===== config.mk =====
export PLATFORM = sky130hd
export DESIGN_NAME = dmx_exec
export DESIGN_NICKNAME = d
export VERILOG_FILES = /design/src/hw/dmx_pkg.sv /design/src/hw/dmx_exec.sv /design/src/hw/dmx_decode.sv /design/src/hw/dmx_ptr_upd.sv
export SDC_FILE = /design/constraint.sdc
export NUM_CORES = 1
export LEC_CHECK = 0
export BUFFER_PORTS_ARGS = -buffer_cell sky130_fd_sc_hd__buf_4
export CORE_MARGIN = 10
export CORE_UTILIZATION = 45
export DETAILED_ROUTE_END_ITERATION = 10
export GPL_ROUTABILITY_DRIVEN = 1
export GPL_TIMING_DRIVEN = 1
export PLACE_DENSITY = 0.75
export SLEW_MARGIN = 20
export SYNTH_ARGS = -nofsm -noshare
export SYNTH_HDL_FRONTEND = slang
export SYNTH_SLANG_ARGS = --single-unit

===== constraint.sdc =====
create_clock -name clock -period 15 [get_ports clock]
set_clock_uncertainty 0.2 [all_clocks]
set_input_delay 1.5 -clock clock [delete_from_list [all_inputs] [get_ports clock]]
set_output_delay 1.5 -clock clock [all_outputs]
set_load 0.01 [all_outputs]

===== src/hw/dmx_pkg.sv =====
/*
  Constants for the data-move execution block: instruction encodings,
  pointer update modes, register offsets, widths and reset values.
  Assumes a 14-bit instruction word and a 16-bit data address space.
*/
package dmx_pkg;
  // Instruction and data address widths
  localparam int unsigned INSN_W = 14;
  localparam int unsigned ADDR_W = 16;

  // Pointer update modes
  localparam logic [1:0] MODE_PREINC  = 2'h0;
  localparam logic [1:0] MODE_PREDEC  = 2'h1;
  localparam logic [1:0] MODE_POSTINC = 2'h2;
  localparam logic [1:0] MODE_POSTDEC = 2'h3;

  // Opcode patterns and masks
  localparam logic [13:0] OPC_MOVI_MASK = 14'h3ff8;
  localparam logic [13:0] OPC_MOVI      = 14'h0010;
  localparam logic [13:0] OPC_MOVIK_MSK = 14'h3f80;
  localparam logic [13:0] OPC_MOVIK     = 14'h3f00;
  localparam logic [13:0] OPC_LB_MASK   = 14'h3fe0;
  localparam logic [13:0] OPC_LB        = 14'h0020;
  localparam logic [13:0] OPC_LP_MASK   = 14'h3f80;
  localparam logic [13:0] OPC_LP        = 14'h3180;
  localparam logic [13:0] OPC_LW_MASK   = 14'h3f00;
  localparam logic [13:0] OPC_LW        = 14'h3000;
  localparam logic [13:0] OPC_WF_MASK   = 14'h3f80;
  localparam logic [13:0] OPC_WF        = 14'h0080;

  // Field positions
  localparam int unsigned PTR_SEL_BIT = 2;
  localparam int unsigned OFS_PTR_BIT = 6;
  localparam int unsigned BANK_W      = 5;
  localparam logic [4:0]  BANK_MAX    = 5'h0f;

  // Indirect window register addresses within a bank
  localparam logic [6:0] IND0_ADDR = 7'h00;
  localparam logic [6:0] IND1_ADDR = 7'h01;

  // Avalon register offsets (byte addresses)
  localparam logic [3:0] REG_WORK   = 4'h0;
  localparam logic [3:0] REG_BANK   = 4'h4;
  localparam logic [3:0] REG_PC_LATCH = 4'h8;
  localparam logic [3:0] REG_PTR0   = 4'hc;

  // Reset values
  localparam logic [7:0]  WORK_RST = 8'h00;
  localparam logic [15:0] PTR_RST  = 16'h0000;
endpackage


===== src/hw/dmx_exec.sv =====
/*
  Execution unit for the data-move instruction group. One instruction is
  taken per cycle on insn_valid; data memory reads return combinationally
  on mem_rdata. Registers are visible over Avalon-MM with waitrequest.
*/
`timescale 1ns/100ps
`default_nettype none
module dmx_exec (
  input  wire logic        clock,
  input  wire logic        sys_rst,
  input  wire logic        insn_valid,
  input  wire logic [13:0] insn,
  output logic             mem_we,
  output logic [15:0]      mem_addr,
  output logic [7:0]       mem_wdata,
  input  wire logic [7:0]  mem_rdata,
  output logic [15:0]      rd_addr,
  output logic             zero_flag,
  output logic             insn_done,
  input  wire logic [3:0]  avs_address,
  input  wire logic        avs_read,
  input  wire logic        avs_write,
  input  wire logic [31:0] avs_writedata,
  output logic [31:0]      avs_readdata,
  output logic             avs_waitrequest
);
  logic        is_movi;
  logic        is_movik;
  logic        is_lb;
  logic        is_lp;
  logic        is_lw;
  logic        is_wf;
  logic        ptr_sel;
  logic [1:0]  upd_mode;
  logic [5:0]  ofs_k;
  logic [15:0] ptr0;
  logic [15:0] ptr1;
  logic [15:0] eff_addr;
  logic [15:0] new_ptr;
  logic [7:0]  working;
  logic [4:0]  bank_select_reg;
  logic [6:0]  pc_high_latch;
  logic        ack;
  logic [15:0] wf_addr;
  logic        ind_move;
  logic [15:0] cur_ptr;

  dmx_decode u_dec (
    .insn     (insn),
    .is_movi  (is_movi),
    .is_movik (is_movik),
    .is_lb    (is_lb),
    .is_lp    (is_lp),
    .is_lw    (is_lw),
    .is_wf    (is_wf),
    .ptr_sel  (ptr_sel),
    .upd_mode (upd_mode),
    .ofs_k    (ofs_k)
  );

  dmx_ptr_upd u_ptr (
    .ptr         (cur_ptr),
    .mode        (upd_mode),
    .offset_form (is_movik),
    .ofs_k       (ofs_k),
    .eff_addr    (eff_addr),
    .new_ptr     (new_ptr)
  );

  // Map a banked file address to a linear one, redirecting window regs
  function automatic logic [15:0] file_addr(input logic [6:0] f, input logic [4:0] b,
                                             input logic [15:0] p0, input logic [15:0] p1);
    if (f == dmx_pkg::IND0_ADDR)
      file_addr = p0;
    else if (f == dmx_pkg::IND1_ADDR)
      file_addr = p1;
    else
      file_addr = {4'h0, b, f};
  endfunction

  // Pointer named by the select bit of the current word
  function automatic logic [15:0] pick_ptr(input logic sel, input logic [15:0] p0, input logic [15:0] p1);
    pick_ptr = sel ? p1 : p0;
  endfunction

  // Address lookups shared by memory outputs
  always_comb begin
    ind_move = insn_valid && (is_movi || is_movik);
    wf_addr  = file_addr(insn[6:0], bank_select_reg, ptr0, ptr1);
    rd_addr  = eff_addr; // Read address for indirect load
    cur_ptr  = pick_ptr(ptr_sel, ptr0, ptr1);
    ack      = (avs_read || avs_write) && !avs_waitrequest; // Request taken at this edge
  end

  // Working register: literal load or indirect load
  always_ff @(posedge clock or posedge sys_rst) begin
    if (sys_rst) begin
      working <= dmx_pkg::WORK_RST;
    end else if (avs_write && ack && avs_address == dmx_pkg::REG_WORK) begin
      working <= avs_writedata[7:0];
    end else if (insn_valid && is_lw) begin
      working <= insn[7:0];
    end else if (ind_move) begin
      working <= mem_rdata;
    end
  end

  // Zero flag only touched by indirect load
  always_ff @(posedge clock or posedge sys_rst) begin
    if (sys_rst) begin
      zero_flag <= 1'b0;
    end else if (ind_move) begin
      zero_flag <= (mem_rdata == 8'h00);
    end
  end

  // Bank select register
  always_ff @(posedge clock or posedge sys_rst) begin
    if (sys_rst) begin
      bank_select_reg <= 5'h00;
    end else if (avs_write && ack && avs_address == dmx_pkg::REG_BANK) begin
      bank_select_reg <= avs_writedata[4:0] & dmx_pkg::BANK_MAX;
    end else if (insn_valid && is_lb) begin
      bank_select_reg <= insn[4:0] & dmx_pkg::BANK_MAX;
    end
  end

  // Program counter high latch
  always_ff @(posedge clock or posedge sys_rst) begin
    if (sys_rst) begin
      pc_high_latch <= 7'h00;
    end else if (avs_write && ack && avs_address == dmx_pkg::REG_PC_LATCH) begin
      pc_high_latch <= avs_writedata[6:0];
    end else if (insn_valid && is_lp) begin
      pc_high_latch <= insn[6:0];
    end
  end

  // File select pointers
  always_ff @(posedge clock or posedge sys_rst) begin
    if (sys_rst) begin
      ptr0 <= dmx_pkg::PTR_RST;
      ptr1 <= dmx_pkg::PTR_RST;
    end else if (avs_write && ack && avs_address == dmx_pkg::REG_PTR0) begin
      ptr0 <= avs_writedata[15:0];
      ptr1 <= avs_writedata[31:16];
    end else if (ind_move) begin
      if (ptr_sel)
        ptr1 <= new_ptr;
      else
        ptr0 <= new_ptr;
    end
  end

  // Store working to file in one cycle
  always_ff @(posedge clock or posedge sys_rst) begin
    if (sys_rst) begin
      mem_we    <= 1'b0;
      mem_addr  <= 16'h0000;
      mem_wdata <= 8'h00;
      insn_done <= 1'b0;
    end else begin
      mem_we    <= insn_valid && is_wf;
      mem_addr  <= wf_addr;
      mem_wdata <= working;
      insn_done <= insn_valid;
    end
  end

  // Avalon slave: registered waitrequest, low for one cycle per request
  always_ff @(posedge clock or posedge sys_rst) begin
    if (sys_rst) begin
      avs_waitrequest <= 1'b1;
      avs_readdata    <= 32'h0000_0000;
    end else begin
      avs_waitrequest <= !((avs_read || avs_write) && avs_waitrequest);
      if (avs_read && avs_waitrequest) begin
        case (avs_address)
          dmx_pkg::REG_WORK:     avs_readdata <= {24'h000000, working};
          dmx_pkg::REG_BANK:     avs_readdata <= {27'h0000000, bank_select_reg};
          dmx_pkg::REG_PC_LATCH: avs_readdata <= {25'h0000000, pc_high_latch};
          dmx_pkg::REG_PTR0:   avs_readdata <= {ptr1, ptr0};
          default:             avs_readdata <= 32'h0000_0000;
        endcase
      end
    end
  end

  wf_cycle_a: assert property (@(posedge clock) disable iff (sys_rst)
    insn_valid && is_wf |=> mem_we && mem_wdata == $past(working)) else $error("store late");
  lw_load_a: assert property (@(posedge clock) disable iff (sys_rst)
    insn_valid && is_lw && !avs_write |=> working == $past(insn[7:0])) else $error("literal load");
  lw_flags_a: assert property (@(posedge clock) disable iff (sys_rst)
    insn_valid && is_lw |=> $stable(zero_flag)) else $error("flag changed");
  lb_load_a: assert property (@(posedge clock) disable iff (sys_rst)
    insn_valid && is_lb && !avs_write |=> bank_select_reg == {1'b0, $past(insn[3:0])}) else $error("bank");
  lp_load_a: assert property (@(posedge clock) disable iff (sys_rst)
    insn_valid && is_lp && !avs_write |=> pc_high_latch == $past(insn[6:0])) else $error("latch");
  ptr_preinc_a: assert property (@(posedge clock) disable iff (sys_rst)
    ind_move && is_movi && !ptr_sel && upd_mode == dmx_pkg::MODE_PREINC && !avs_write
    |=> ptr0 == $past(ptr0) + 16'h0001) else $error("preinc");
  ptr_offset_a: assert property (@(posedge clock) disable iff (sys_rst)
    ind_move && is_movik && !avs_write |=> $stable(ptr0) && $stable(ptr1)) else $error("offset");
  post_addr_a: assert property (@(posedge clock) disable iff (sys_rst)
    ind_move && is_movi && upd_mode[1] |-> rd_addr == (ptr_sel ? ptr1 : ptr0)) else $error("post");
  ind_redir_a: assert property (@(posedge clock) disable iff (sys_rst)
    insn_valid && is_wf && insn[6:0] == dmx_pkg::IND0_ADDR |=> mem_addr == $past(ptr0)) else $error("window");
  ptr_wrap_a: assert property (@(posedge clock) disable iff (sys_rst)
    ind_move && is_movi && !ptr_sel && upd_mode == dmx_pkg::MODE_PREDEC && ptr0 == 16'h0000 && !avs_write
    |=> ptr0 == 16'hffff) else $error("wrap");

  // Pre-increment on either pointer
  ptr_preinc_sel_a: assert property (@(posedge clock) disable iff (sys_rst)
    ind_move && is_movi && upd_mode == dmx_pkg::MODE_PREINC && !avs_write
    |=> ($past(ptr_sel) ? ptr1 : ptr0) == $past(cur_ptr) + 16'h0001) else $error("preinc sel");

  // Pre-decrement steps the pointer down
  ptr_predec_a: assert property (@(posedge clock) disable iff (sys_rst)
    ind_move && is_movi && upd_mode == dmx_pkg::MODE_PREDEC && !avs_write
    |=> ($past(ptr_sel) ? ptr1 : ptr0) == $past(cur_ptr) - 16'h0001) else $error("predec");

  // Post-increment steps the pointer up
  ptr_postinc_a: assert property (@(posedge clock) disable iff (sys_rst)
    ind_move && is_movi && upd_mode == dmx_pkg::MODE_POSTINC && !avs_write
    |=> ($past(ptr_sel) ? ptr1 : ptr0) == $past(cur_ptr) + 16'h0001) else $error("postinc");

  // Post-decrement steps the pointer down
  ptr_postdec_a: assert property (@(posedge clock) disable iff (sys_rst)
    ind_move && is_movi && upd_mode == dmx_pkg::MODE_POSTDEC && !avs_write
    |=> ($past(ptr_sel) ? ptr1 : ptr0) == $past(cur_ptr) - 16'h0001) else $error("postdec");

  // Pre modes read at the already stepped address
  pre_addr_a: assert property (@(posedge clock) disable iff (sys_rst)
    ind_move && is_movi && !upd_mode[1]
    |-> rd_addr == (upd_mode[0] ? cur_ptr - 16'h0001 : cur_ptr + 16'h0001)) else $error("pre");

  // The pointer not selected keeps its value
  other_ptr_a: assert property (@(posedge clock) disable iff (sys_rst)
    ind_move && !avs_write
    |=> $past(ptr_sel) ? $stable(ptr0) : $stable(ptr1)) else $error("other pointer");

  // Indirect load lands in working and sets the zero flag
  ind_load_a: assert property (@(posedge clock) disable iff (sys_rst)
    ind_move && !avs_write
    |=> working == $past(mem_rdata) && zero_flag == ($past(mem_rdata) == 8'h00)) else $error("ind load");

  // Second window register goes to the second pointer
  ind1_redir_a: assert property (@(posedge clock) disable iff (sys_rst)
    insn_valid && is_wf && insn[6:0] == dmx_pkg::IND1_ADDR
    |=> mem_addr == $past(ptr1)) else $error("window 1");

  // Plain store address is bank and operand
  wf_bank_a: assert property (@(posedge clock) disable iff (sys_rst)
    insn_valid && is_wf && insn[6:0] > dmx_pkg::IND1_ADDR
    |=> mem_addr == {4'h0, $past(bank_select_reg), $past(insn[6:0])}) else $error("store addr");

  // Offset form reads at pointer plus signed literal
  ofs_addr_a: assert property (@(posedge clock) disable iff (sys_rst)
    ind_move && is_movik
    |-> rd_addr == cur_ptr + {{10{ofs_k[5]}}, ofs_k}) else $error("offset addr");

  // Increment past the top wraps to zero
  ptr_wrap_up_a: assert property (@(posedge clock) disable iff (sys_rst)
    ind_move && is_movi && upd_mode == dmx_pkg::MODE_POSTINC && cur_ptr == 16'hffff && !avs_write
    |=> ($past(ptr_sel) ? ptr1 : ptr0) == 16'h0000) else $error("wrap up");

  // Store leaves flag and working alone
  wf_flags_a: assert property (@(posedge clock) disable iff (sys_rst)
    insn_valid && is_wf && !avs_write
    |=> $stable(zero_flag) && $stable(working)) else $error("store side");

  // Every instruction completes in one cycle
  insn_done_a: assert property (@(posedge clock) disable iff (sys_rst)
    insn_valid |=> insn_done) else $error("done");

  // Write strobe only after a store
  wf_pulse_a: assert property (@(posedge clock) disable iff (sys_rst)
    !(insn_valid && is_wf) |=> !mem_we) else $error("store pulse");

  // Literal load touches nothing but working
  lw_other_a: assert property (@(posedge clock) disable iff (sys_rst)
    insn_valid && is_lw && !avs_write
    |=> $stable(bank_select_reg) && $stable(pc_high_latch) && $stable(ptr0) && $stable(ptr1)) else $error("lw side");

  // Bank literal leaves the flag alone
  lb_flags_a: assert property (@(posedge clock) disable iff (sys_rst)
    insn_valid && is_lb |=> $stable(zero_flag)) else $error("bank flag");

  // Latch literal leaves the flag alone
  lp_flags_a: assert property (@(posedge clock) disable iff (sys_rst)
    insn_valid && is_lp |=> $stable(zero_flag)) else $error("latch flag");

  // First cycle of a fresh request always waits
  bus_wait_a: assert property (@(posedge clock) disable iff (sys_rst)
    (avs_read || avs_write) && !$past(avs_read || avs_write) |-> avs_waitrequest) else $error("bus wait");

  // Pointer write lands at the taken edge
  bus_ptr_a: assert property (@(posedge clock) disable iff (sys_rst)
    avs_write && ack && avs_address == dmx_pkg::REG_PTR0
    |=> {ptr1, ptr0} == $past(avs_writedata)) else $error("bus pointer");

  // Waitrequest low for a single cycle only
  bus_once_a: assert property (@(posedge clock) disable iff (sys_rst)
    !avs_waitrequest |=> avs_waitrequest) else $error("bus once");

  wf_seen_c: cover property (@(posedge clock) insn_valid && is_wf);
  wrap_seen_c: cover property (@(posedge clock) ind_move && ptr0 == 16'hffff);
  offset_seen_c: cover property (@(posedge clock) ind_move && is_movik);
  bus_read_c: cover property (@(posedge clock) avs_read && !avs_waitrequest);
  bus_write_c: cover property (@(posedge clock) avs_write && !avs_waitrequest);
endmodule
`default_nettype wire


===== src/hw/dmx_decode.sv =====
/*
  Instruction decoder for the data-move group: classifies a word and
  extracts operands. Purely combinational; the caller registers results.
*/
`timescale 1ns/100ps
`default_nettype none
module dmx_decode (
  input  wire logic [13:0] insn,
  output logic             is_movi,
  output logic             is_movik,
  output logic             is_lb,
  output logic             is_lp,
  output logic             is_lw,
  output logic             is_wf,
  output logic             ptr_sel,
  output logic [1:0]       upd_mode,
  output logic [5:0]       ofs_k
);
  // Pattern match on masked opcode
  always_comb begin
    is_movi  = (insn & dmx_pkg::OPC_MOVI_MASK) == dmx_pkg::OPC_MOVI;
    is_movik = (insn & dmx_pkg::OPC_MOVIK_MSK) == dmx_pkg::OPC_MOVIK;
    is_lb    = (insn & dmx_pkg::OPC_LB_MASK) == dmx_pkg::OPC_LB;
    is_lp    = (insn & dmx_pkg::OPC_LP_MASK) == dmx_pkg::OPC_LP;
    is_lw    = (insn & dmx_pkg::OPC_LW_MASK) == dmx_pkg::OPC_LW;
    is_wf    = (insn & dmx_pkg::OPC_WF_MASK) == dmx_pkg::OPC_WF;
    ptr_sel  = is_movik ? insn[dmx_pkg::OFS_PTR_BIT] : insn[dmx_pkg::PTR_SEL_BIT];
    upd_mode = insn[1:0];
    ofs_k    = insn[5:0];
  end
endmodule
`default_nettype wire


===== src/hw/dmx_ptr_upd.sv =====
/*
  Pointer arithmetic for the indirect move: effective address and
  written-back pointer for each update mode and the offset form.
*/
`timescale 1ns/100ps
`default_nettype none
module dmx_ptr_upd (
  input  wire logic [15:0] ptr,
  input  wire logic [1:0]  mode,
  input  wire logic        offset_form,
  input  wire logic [5:0]  ofs_k,
  output logic [15:0]      eff_addr,
  output logic [15:0]      new_ptr
);
  logic [15:0] inc;
  logic [15:0] dec;
  logic [15:0] sext;
  // Plus/minus one wrap naturally in 16 bits
  always_comb begin
    inc  = ptr + 16'h0001;
    dec  = ptr - 16'h0001;
    sext = {{10{ofs_k[5]}}, ofs_k};
    if (offset_form) begin
      eff_addr = ptr + sext;
      new_ptr  = ptr;
    end else begin
      case (mode)
        dmx_pkg::MODE_PREINC: begin
          eff_addr = inc;
          new_ptr  = inc;
        end
        dmx_pkg::MODE_PREDEC: begin
          eff_addr = dec;
          new_ptr  = dec;
        end
        dmx_pkg::MODE_POSTINC: begin
          eff_addr = ptr;
          new_ptr  = inc;
        end
        default: begin
          eff_addr = ptr;
          new_ptr  = dec;
        end
      endcase
    end
  end
endmodule
`default_nettype wire


==> impl_metrics.ini, run 1 <==
[yosys]
synth_ff_type = dfrtp_1
ys_warn_count = 0
synth_edf_count = 0
async_reset_ff_share_pct = 100
yosysSeqAreaShare_pct = 38.8
synth_commonest_cells = 110 x dfrtp_1, 78 x nand2_1, 74 x nor2_1, 74 x o21ai_0, 68 x a21oi_1
yosys.area.top_type = dfrtp_1
syn-num-nets = 883
synthesis.instances = 803
synth_most_common_cell = dfrtp_1
ys_seq_elements = 111
synthTopCellsByArea = dfrtp_1 38%, mux2i_1 6.3%, o21ai_0 5.2%, a21oi_1 4.8%, xnor2_1 4.7%
synth_area_um2 = 7160
synth.distinct_cells = 74
synth_top_area_share_pct = 38.5
syn_area_per_cell_um2 = 8.91

[floorplanning]
die_w_um = 146
io_pins = 139
die-area_um2 = 21300
die_y_um = 146
initial_core_util_pct = 45.5
num_rows = 46
core_area_um2 = 15700

[power]
ir_worst_vdd_uv = 53.5
leakagePower_nw = 3.89
p_comb_share_pct = 36.5
swShare_pct = 36.7
p_per_area_nw_per_um2 = 118
clkPwrFrac_pct = 22.7
switching_power_w = 0.000373
intPower_w = 0.000643
p_seq_share_pct = 40.8

[placed_design]
hpwl_um = 17000
dp.cells = 1119
globalplace.congestion = 0.929
dpl_cell_area_um2 = 8360
numPortBuffers = 138

[sta]
rsz0062_at_grt = no
drv_slew = 0
relSlewSlack_pct = 36.6
min_period_ns = 8.46
tightest_slew_ns = 0.944
setup-tns-final_ns = 0
fmax_mhz = 118
setup_violations = 0
period_share_pct = 56.4
hold_viol = 0

[worst_hold_path]
hold_class = reg2reg
holdPathStages = 0
hold-path-endpoint = mem_wdata[4]
worstHoldStart = working[4]

[clock_network]
htree_levels = 3
cts_tree = built
cts_max_path_buffers = 2
cts_root_buf = clkbuf_16
clkLatencyLatePin_ns = 0.35
cts_setup_buffers = 0
ctsHoldBuffers = 0
path_clk_slew_ns = 0.07
cts_inserted_buffers = 9
clock-sinks = 111
cts_resized = 0

[job]
max_cap_viol_count = 0

[worst_setup_path]
critical_path_class = in2out
rrSetupSlack_ns = 11.32
critPathMaxFanout = 16
r2r-start = ptr0[0]
cp_data_arrival_time_ns = 6.76
reg2reg_depth = 13
end_kind = output pin
cpPeakStageDelay_ns = 0.82
crit_slowest_cell = o21ai_1
cp.required_ns = 13.30
start_kind = primary input
r2r_end = ptr1[10]
crit_chain = buf_4, nand4b_1, o21ai_1, nand2_1, a21oi_1, inv_1, ha_1, inv_1, fa_1, nand2b_1, o311ai_0, nor4b_1, o31ai_1, or4b_2, a31oi_1, xnor2_1, nand2_1, o21ai_0, buf_4

[finish]
fillers = 1472
postLayoutCellArea_um2 = 8650
largest_reg_flops = 32
diodes = 0
areaGrowthSynthToFinish_pct = 20.8
finalNonFillerCells = 1135
regMostFlops = avs_readdata
finalNetCount = 994
layout-drive-gt1-share_pct = 20.9

[global_routing]
grt_pass1_vias = 6230
grt_max_degree = 71
antenna_found_initial = 0
grt_first_pass_wirelength_um = 35300
grt-ovfl-total = 0
grtUsageTotal_pct = 20.3

[routing]
drtPass1Iterations = 5
via_per_inst = 5.81
vias = 6589
wl_um = 22400
postRouteAntennaNets = 0
wl_per_cell_um = 19.8
drt_iter0_drc = 661
drc = 0

[outcome]
outcome = finished, final reports clean
==> placed cells by master (no fill, tap or decap), types with 3 or more instances in the layout <==
master / n
buf_4: 146
dfrtp_1: 110
nand2_1: 78
o21ai_0: 74
nor2_1: 72
a21oi_1: 68
mux2i_1: 45
xnor2_1: 38
a22o_1: 28
inv_1: 25
nand3_1: 22
ha_1: 16
and3_1: 15
nor3_1: 11
a211oi_1: 10
clkbuf_16: 9
nand4_1: 8
or3_1: 7
a31oi_1: 7
nor4_1: 6
xor2_1: 6
nand3b_1: 5
a22oi_1: 5
a21o_1: 5
o31ai_1: 5
o21a_1: 5
o32a_1: 5
mux4_2: 4
mux2_2: 4
o21ai_1: 4
and2_1: 4
o211ai_1: 4
a21boi_0: 4
nor4_2: 3
and4_1: 3
nor2b_1: 3
==> area by class of cell <==
| type | count | area (µm²) | share of cell area, % |
|---|---|---|---|
| Multi-Input combinational cell | 619 | 4110 | 47.6 |
| Clock inverter | 3 | 26.3 | 0.304 |
| Inverter | 27 | 104 | 1.20 |
| Tap cell | 216 | 270 | 3.12 |
| Clock buffer | 13 | 260 | 3.01 |
| Timing Repair Buffer | 146 | 1100 | 12.7 |
| Sequential cell | 111 | 2780 | 32.1 |
==> logic make-up (layout without fill, tap and decap cells) <==
family	Yosys count	in the layout	synth area share, %
and+or+nand+nor	254	254	17.4
xor gates and xnor gates	44	44	5.38
AOI/OAI and AO/OA	250	250	22.7
DFF	111	111	38.8
buffers and inverters	73	189	4.09
adders and majority gates	17	17	3.08
muxes	54	54	8.50
==> power groups by stage <==
stage,Sequential [W],Combinational [W],Clock [W]
floorplan,0.000398,0.000246,0
global placement,0.000416,0.000365,0
detailed placement,0.000418,0.000367,0
CTS,0.000412,0.000370,0.000236
global route,0.000421,0.000412,0.000246
finish,0.000414,0.000371,0.000231
==> per-stage QoR <==
step / util (%) / power, W / hold slack (ns) / worst slack, ns
floorplan: - / 0.000643 / 0.169 / 8.11
global placement: 53.2 / 0.000781 / 0.185 / 6.82
detailed placement: 53.2 / 0.000785 / 0.190 / 6.59
CTS: 55.0 / 0.00102 / 0.206 / 6.59
global route: 55.0 / 0.00108 / 0.228 / 6.02
finish: 55.0 / 0.00102 / 0.206 / 6.54
==> critical path: cells and delay by family <==
family | cells | cell delay (ns)
XOR/XNOR | 1 | 0.13
AND/OR/NAND/NOR | 6 | 2.25
adder cells (fa/ha/maj) | 2 | 0.46
AO/OA/AOI/OAI | 6 | 1.95
buffers and inverters | 4 | 0.47
==> worst max path at each step <==
stage          cells after the start  slack (ns)          end     from
2_1_floorplan                     18        8.11  rd_addr[14]  insn[7]
3_3_place_gp                      19        6.82  rd_addr[14]  insn[7]
3_5_place_dp                      19        6.59  rd_addr[14]  insn[7]
4_1_cts                           19        6.59  rd_addr[14]  insn[7]
5_1_grt                           19        6.02  rd_addr[14]  insn[7]
6_report                          19        6.54  rd_addr[14]  insn[7]
==> routing by layer <==
layer | vias to the layer above | part of all wire [%] | track usage [%]
li1 | 3155 | - | -
met1 | 3111 | 44 | 27.7
met2 | 289 | 47 | 32.2
met3 | 34 | 6.9 | 3.43
met4 | 0 | 1.9 | 6.06
met5 | - | 0 | 0
Power figures use the tool's default switching activity.
==> run 2: changes to the inputs <==
PLACE_DENSITY = 0.78   (was 0.75)
clock period = 7.4 ns   (was 15 ns; I/O delays follow)
==> run 2 against run 1 <==
Critical path type unchanged; sequential power up 100%; routed wire length increased by 0.90%; clock-buffer cell count fell by 1; critical path depth rose by 2; final area about the same; hold slack better by 0.0075 ns; highest routed layer unchanged; final cell count about the same; flip-flop and latch count is the same; clock power is 99% higher; power increased by 100%.
==> impl_metrics.ini, run 2 (same netlist as run 1, synthesis figures left out) <==
[outcome]
outcome = finished, final reports clean

[finish]
mostFrequentLayoutCell = buf_4
finalNetCount = 995
layout-drive-gt1-share_pct = 21.1
layout_common_cells = 147 x buf_4, 110 x dfrtp_1, 77 x nand2_1
regMostFlops = avs_readdata
finalNonFillerCells = 1136
largest_reg_flops = 32
areaGrowthSynthToFinish_pct = 20.9
fillers = 1458
diodes = 0

[power]
leakagePower_nw = 3.89
ir_worst_vdd_uv = 105
power.total_w = 0.00206
p_per_area_nw_per_um2 = 238

[clock_network]
clock-sinks = 111
htree_levels = 3
clkLatencyLatePin_ns = 0.35
ctsHoldBuffers = 0
cts_resized = 0
cts_inserted_buffers = 9
cts_setup_buffers = 0
cts_root_buf = clkbuf_16
path_clk_slew_ns = 0.07
cts_tree = built
cts_max_path_buffers = 2

[floorplanning]
die_w_um = 146
io_pins = 139
die_y_um = 146
die-area_um2 = 21300
core_area_um2 = 15700
num_rows = 46
initial_core_util_pct = 45.5

[routing]
vias = 6621
postRouteAntennaNets = 0
wl_um = 22600
drc = 0
via_per_inst = 5.83
drtPass1Iterations = 5
drt_iter0_drc = 544
wl_per_cell_um = 19.9

[sta]
hold_viol = 0
tightest_slew_ns = 0.865
fmax_mhz = 155
setup-tns-final_ns = 0
min_period_ns = 6.46
rsz0062_at_grt = no
relSlewSlack_pct = 42.3
setup_slack_ns = 0.940
period_share_pct = 87.3
setup_violations = 0
drv_slew = 0

[worst_setup_path]
critical_path_class = in2out
start_kind = primary input
r2r-start = ptr0[0]
path_buf_inv = 5
cpPeakStageDelay_ns = 0.67
path_delay_family = simple AND/OR/NAND/NOR gates
end_kind = output pin
cp.required_ns = 6.46
crit_slowest_cell = or4b_2
r2r_end = ptr1[10]
rrSetupSlack_ns = 3.67
crit_chain = buf_4, and4b_1, nand2_1, nand2_1, buf_4, nor2_1, a21oi_1, inv_1, ha_1, inv_1, fa_1, nand2b_1, o311ai_0, nor4b_1, o31ai_1, or4b_2, a31oi_1, xnor2_1, nand2_1, o21ai_0, buf_4
critical_path_depth = 21
reg2reg_depth = 13
cp_data_arrival_time_ns = 5.52
critPathMaxFanout = 17

[worst_hold_path]
holdPathStages = 0
hold-path-endpoint = mem_wdata[2]
hold_class = reg2reg
worstHoldStart = working[2]

[global_routing]
grt_max_degree = 63
grt_pass1_vias = 6514
grt-ovfl-total = 0
grtUsageTotal_pct = 20.3
grt_first_pass_wirelength_um = 35700
antenna_found_initial = 0

[job]
max_cap_viol_count = 0

[placed_design]
pre_cts_ws_ns = 0.972
dp.cells = 1120
numPortBuffers = 138
hpwl_um = 17200
globalplace.congestion = 0.921
==> run 2: area by class of cell <==
| cell class | count | area (µm²) | share of cell area, % |
|---|---|---|---|
| Clock inverter | 4 | 32.5 | 0.376 |
| Clock buffer | 12 | 246 | 2.85 |
| Inverter | 27 | 104 | 1.20 |
| Multi-Input combinational cell | 619 | 4120 | 47.6 |
| Sequential cell | 111 | 2780 | 32.1 |
| Timing Repair Buffer | 147 | 1100 | 12.8 |
| Tap cell | 216 | 270 | 3.12 |
==> run 2: routing by layer <==
| layer | global-route usage [%] | vias to the layer above | routed length, µm |
|---|---|---|---|
| li1 | - | 3142 | - |
| met1 | 27.4 | 3168 | 9940 |
| met2 | 32.3 | 271 | 10600 |
| met3 | 3.00 | 40 | 1510 |
| met4 | 7.46 | 0 | 606 |
| met5 | 0 | - | 0 |
==> run 2: worst max path at each step <==
stage,start,end,slack [ns]
final,insn[7],rd_addr[14],0.94
after floorplan,insn[7],rd_addr[14],2.03
after global placement,insn[7],rd_addr[14],1.09
after detailed placement,insn[7],rd_addr[14],0.97
after CTS,insn[7],rd_addr[14],0.96
after global routing,insn[7],rd_addr[14],0.52
==> run 2: per-stage QoR <==
stage,cell area (µm²),hold WS (ns),util (%)
2_1_floorplan,7160,0.169,-
3_3_place_gp,8360,0.192,53.2
3_5_place_dp,8360,0.196,53.2
4_1_cts,8640,0.213,55.0
5_1_grt,8650,0.228,55.1
6_report,8650,0.214,55.1
==> run 2: power breakdown <==
part           internal, W  leakage [nW]  total, W  switching, W
Combinational     0.000343          2.33  0.000759      0.000416
Sequential        0.000712          1.43  0.000842      0.000130
Clock             0.000239         0.129  0.000459      0.000219
Total              0.00129          3.89   0.00206      0.000765
==> run 3: changes to the inputs <==
ABC_AREA = 1   (was default)
PLACE_DENSITY = 0.77   (was 0.78)
==> run 3 against run 2 <==
Sequential share of layout area is 3.5 points lower; register-to-register slack better by 0.72 ns; worst setup slack better by 1.7 ns; routed wire length is 23% higher; first-iteration DRC count is 80% higher; synthesized cell count is 46% higher.
==> impl_metrics.ini, run 3 <==
[outcome]
outcome = finished, final reports clean

[yosys]
ys_warn_count = 0
ys_seq_elements = 111
synth_ff_type = dfrtp_1
synth_top_family_by_area = simple AND/OR/NAND/NOR gates
async_reset_ff_share_pct = 100
synth_xor_area_share_pct = 1.48
synthesis.instances = 1174
syn_area_per_cell_um2 = 7.07
syn-num-nets = 1254
synth-compound-area-share_pct = 14.3
yosysSeqAreaShare_pct = 33.5
synth_adder_area_share_pct = 2.65
synth_most_common_cell = nand2_1
synthTopCellsByArea = dfrtp_1 33%, nand2_1 16%, nand3_1 7.3%, inv_1 5.7%, o21ai_0 4.0%
yosys.area.top_type = dfrtp_1
synth_area_um2 = 8300
synth_edf_count = 0
muxShareOfSynthArea_pct = 0
yosys.area_share.simple_pct = 39.1
synth_commonest_cells = 347 x nand2_1, 126 x inv_1, 121 x nand3_1
synth.distinct_cells = 52
synth_top_area_share_pct = 33.1

[worst_setup_path]
path_delay_family = simple AND/OR/NAND/NOR gates
crit_chain = buf_4, nand2_1, nor2_8, nand2_4, nand2_4, nand2_4, nand2_1, nand2_1, ha_1, inv_1, fa_1, inv_1, nand2_1, nand3_2, nand2_1, nand2_1, nand2_1, nand2_1, nand2_1, nand2_1, buf_4
cp_data_arrival_time_ns = 3.83
cp.required_ns = 6.46
start_kind = primary input
path_buf_inv = 4
cp_common_cell = nand2_1
end_kind = output pin
cpPeakStageDelay_ns = 0.44
critical_path_class = in2out
crit_slowest_cell = nand2_4
critPathMaxFanout = 48

[global_routing]
grt_first_pass_wirelength_um = 43300
grt-ovfl-total = 0
grtUsageTotal_pct = 22.2
antenna_found_initial = 0
grt_max_degree = 66
grt_pass1_vias = 8054

[routing]
postRouteAntennaNets = 0
drt_iter0_drc = 980
wl_um = 27900
drc = 0
via_per_inst = 5.67
wl_per_cell_um = 18.4
drtPass1Iterations = 5
vias = 8606

[finish]
diodes = 0
finalNetCount = 1364
layout-drive-gt1-share_pct = 21.3
finalNonFillerCells = 1518
layout_common_cells = 346 x nand2_1, 145 x buf_4, 125 x inv_1
mostFrequentLayoutCell = nand2_1
areaGrowthSynthToFinish_pct = 17.1
regMostFlops = avs_readdata
largest_reg_flops = 32

[power]
p_seq_share_pct = 34.2
ir_worst_vdd_uv = 111
switching_power_w = 0.00108
leakagePower_nw = 4.84
p_per_area_nw_per_um2 = 251
swShare_pct = 44.4
clkPwrFrac_pct = 19.8
p_comb_share_pct = 46.0
intPower_w = 0.00136

[floorplanning]
core_area_um2 = 18100
die_w_um = 156
die_y_um = 156
die-area_um2 = 24300
num_rows = 49
initial_core_util_pct = 45.9
io_pins = 139

[clock_network]
path_clk_slew_ns = 0.08
cts_tree = built
cts_root_buf = clkbuf_16
cts_max_path_buffers = 2
cts_inserted_buffers = 9
cts_resized = 0
ctsHoldBuffers = 0
clock-sinks = 111
htree_levels = 3
cts_setup_buffers = 0
clkLatencyLatePin_ns = 0.36

[sta]
setup_violations = 0
tightest_slew_ns = 1.02
rsz0062_at_grt = no
period_share_pct = 64.5
hold_viol = 0
setup-tns-final_ns = 0
drv_slew = 0
hold-worst-slack_ns = 0.212
min_period_ns = 4.77
fmax_mhz = 209
relSlewSlack_pct = 31.7

[placed_design]
hpwl_um = 21200
numPortBuffers = 138
globalplace.congestion = 0.964
dp.cells = 1502

[job]
max_cap_viol_count = 0

[worst_hold_path]
hold_class = reg2reg
## run 3: layout make-up
type,instances,area (µm²)
clock buffers,9,225
clock inverters,7,66.3
flip-flops and latches,111,2780
well taps,229,287
fillers,1778,8360
inverters,133,502
repair buffers,145,1090
multi-input cells,884,4780
## run 3: kinds of logic after synthesis
kind of cell             Yosys count
adder cells (fa/ha/maj)           17
flip-flops                       111
XOR/XNOR                          14
AND/OR/NAND/NOR                  662
buffers and inverters            179
AO/OA/AOI/OAI                    191
## run 3: metal layers
metal | vias to the layer above | routed length (µm) | global-route usage, % | share of wire (%)
li1 | 4095 | - | - | -
met4 | 0 | 847 | 7.60 | 3.0
met3 | 70 | 2870 | 4.80 | 10
met5 | - | 0 | 0 | 0
met1 | 3963 | 11700 | 29.2 | 42
met2 | 478 | 12500 | 35.3 | 45
## run 3: power groups by stage
stage | Combinational, W | Sequential, W | Clock, W
floorplan | 0.000743 | 0.000828 | 0
global placement | 0.00108 | 0.000840 | 0
detailed placement | 0.00110 | 0.000844 | 0
CTS | 0.00110 | 0.000831 | 0.000489
global route | 0.00124 | 0.000847 | 0.000512
finish | 0.00112 | 0.000836 | 0.000484
## run 3: stage by stage
step	total power, W	instance area, µm²	worst slack, ns	utilization, %
after detailed placement	0.00194	9430	2.66	52.2
after CTS	0.00243	9730	2.64	53.8
after global placement	0.00192	9430	2.77	52.2
after global routing	0.00260	9730	2.37	53.8
after floorplan	0.00157	8300	3.53	-
final	0.00244	9730	2.63	53.8
## run 3: worst paths after layout
kind	from	endpoint	depth (start not counted)	slack, ns
hold / removal	working[5]	mem_wdata[5]	0	0.21
setup reg to reg	avs_waitrequest	ptr1[12]	8	4.39
setup / recovery	insn[9]	rd_addr[12]	21	2.63
min in group asynchronous	sys_rst	avs_readdata[5]	2	0.23
max in group asynchronous	sys_rst	ptr1[13]	3	5.50
hold reg to reg	working[5]	mem_wdata[5]	0	0.21
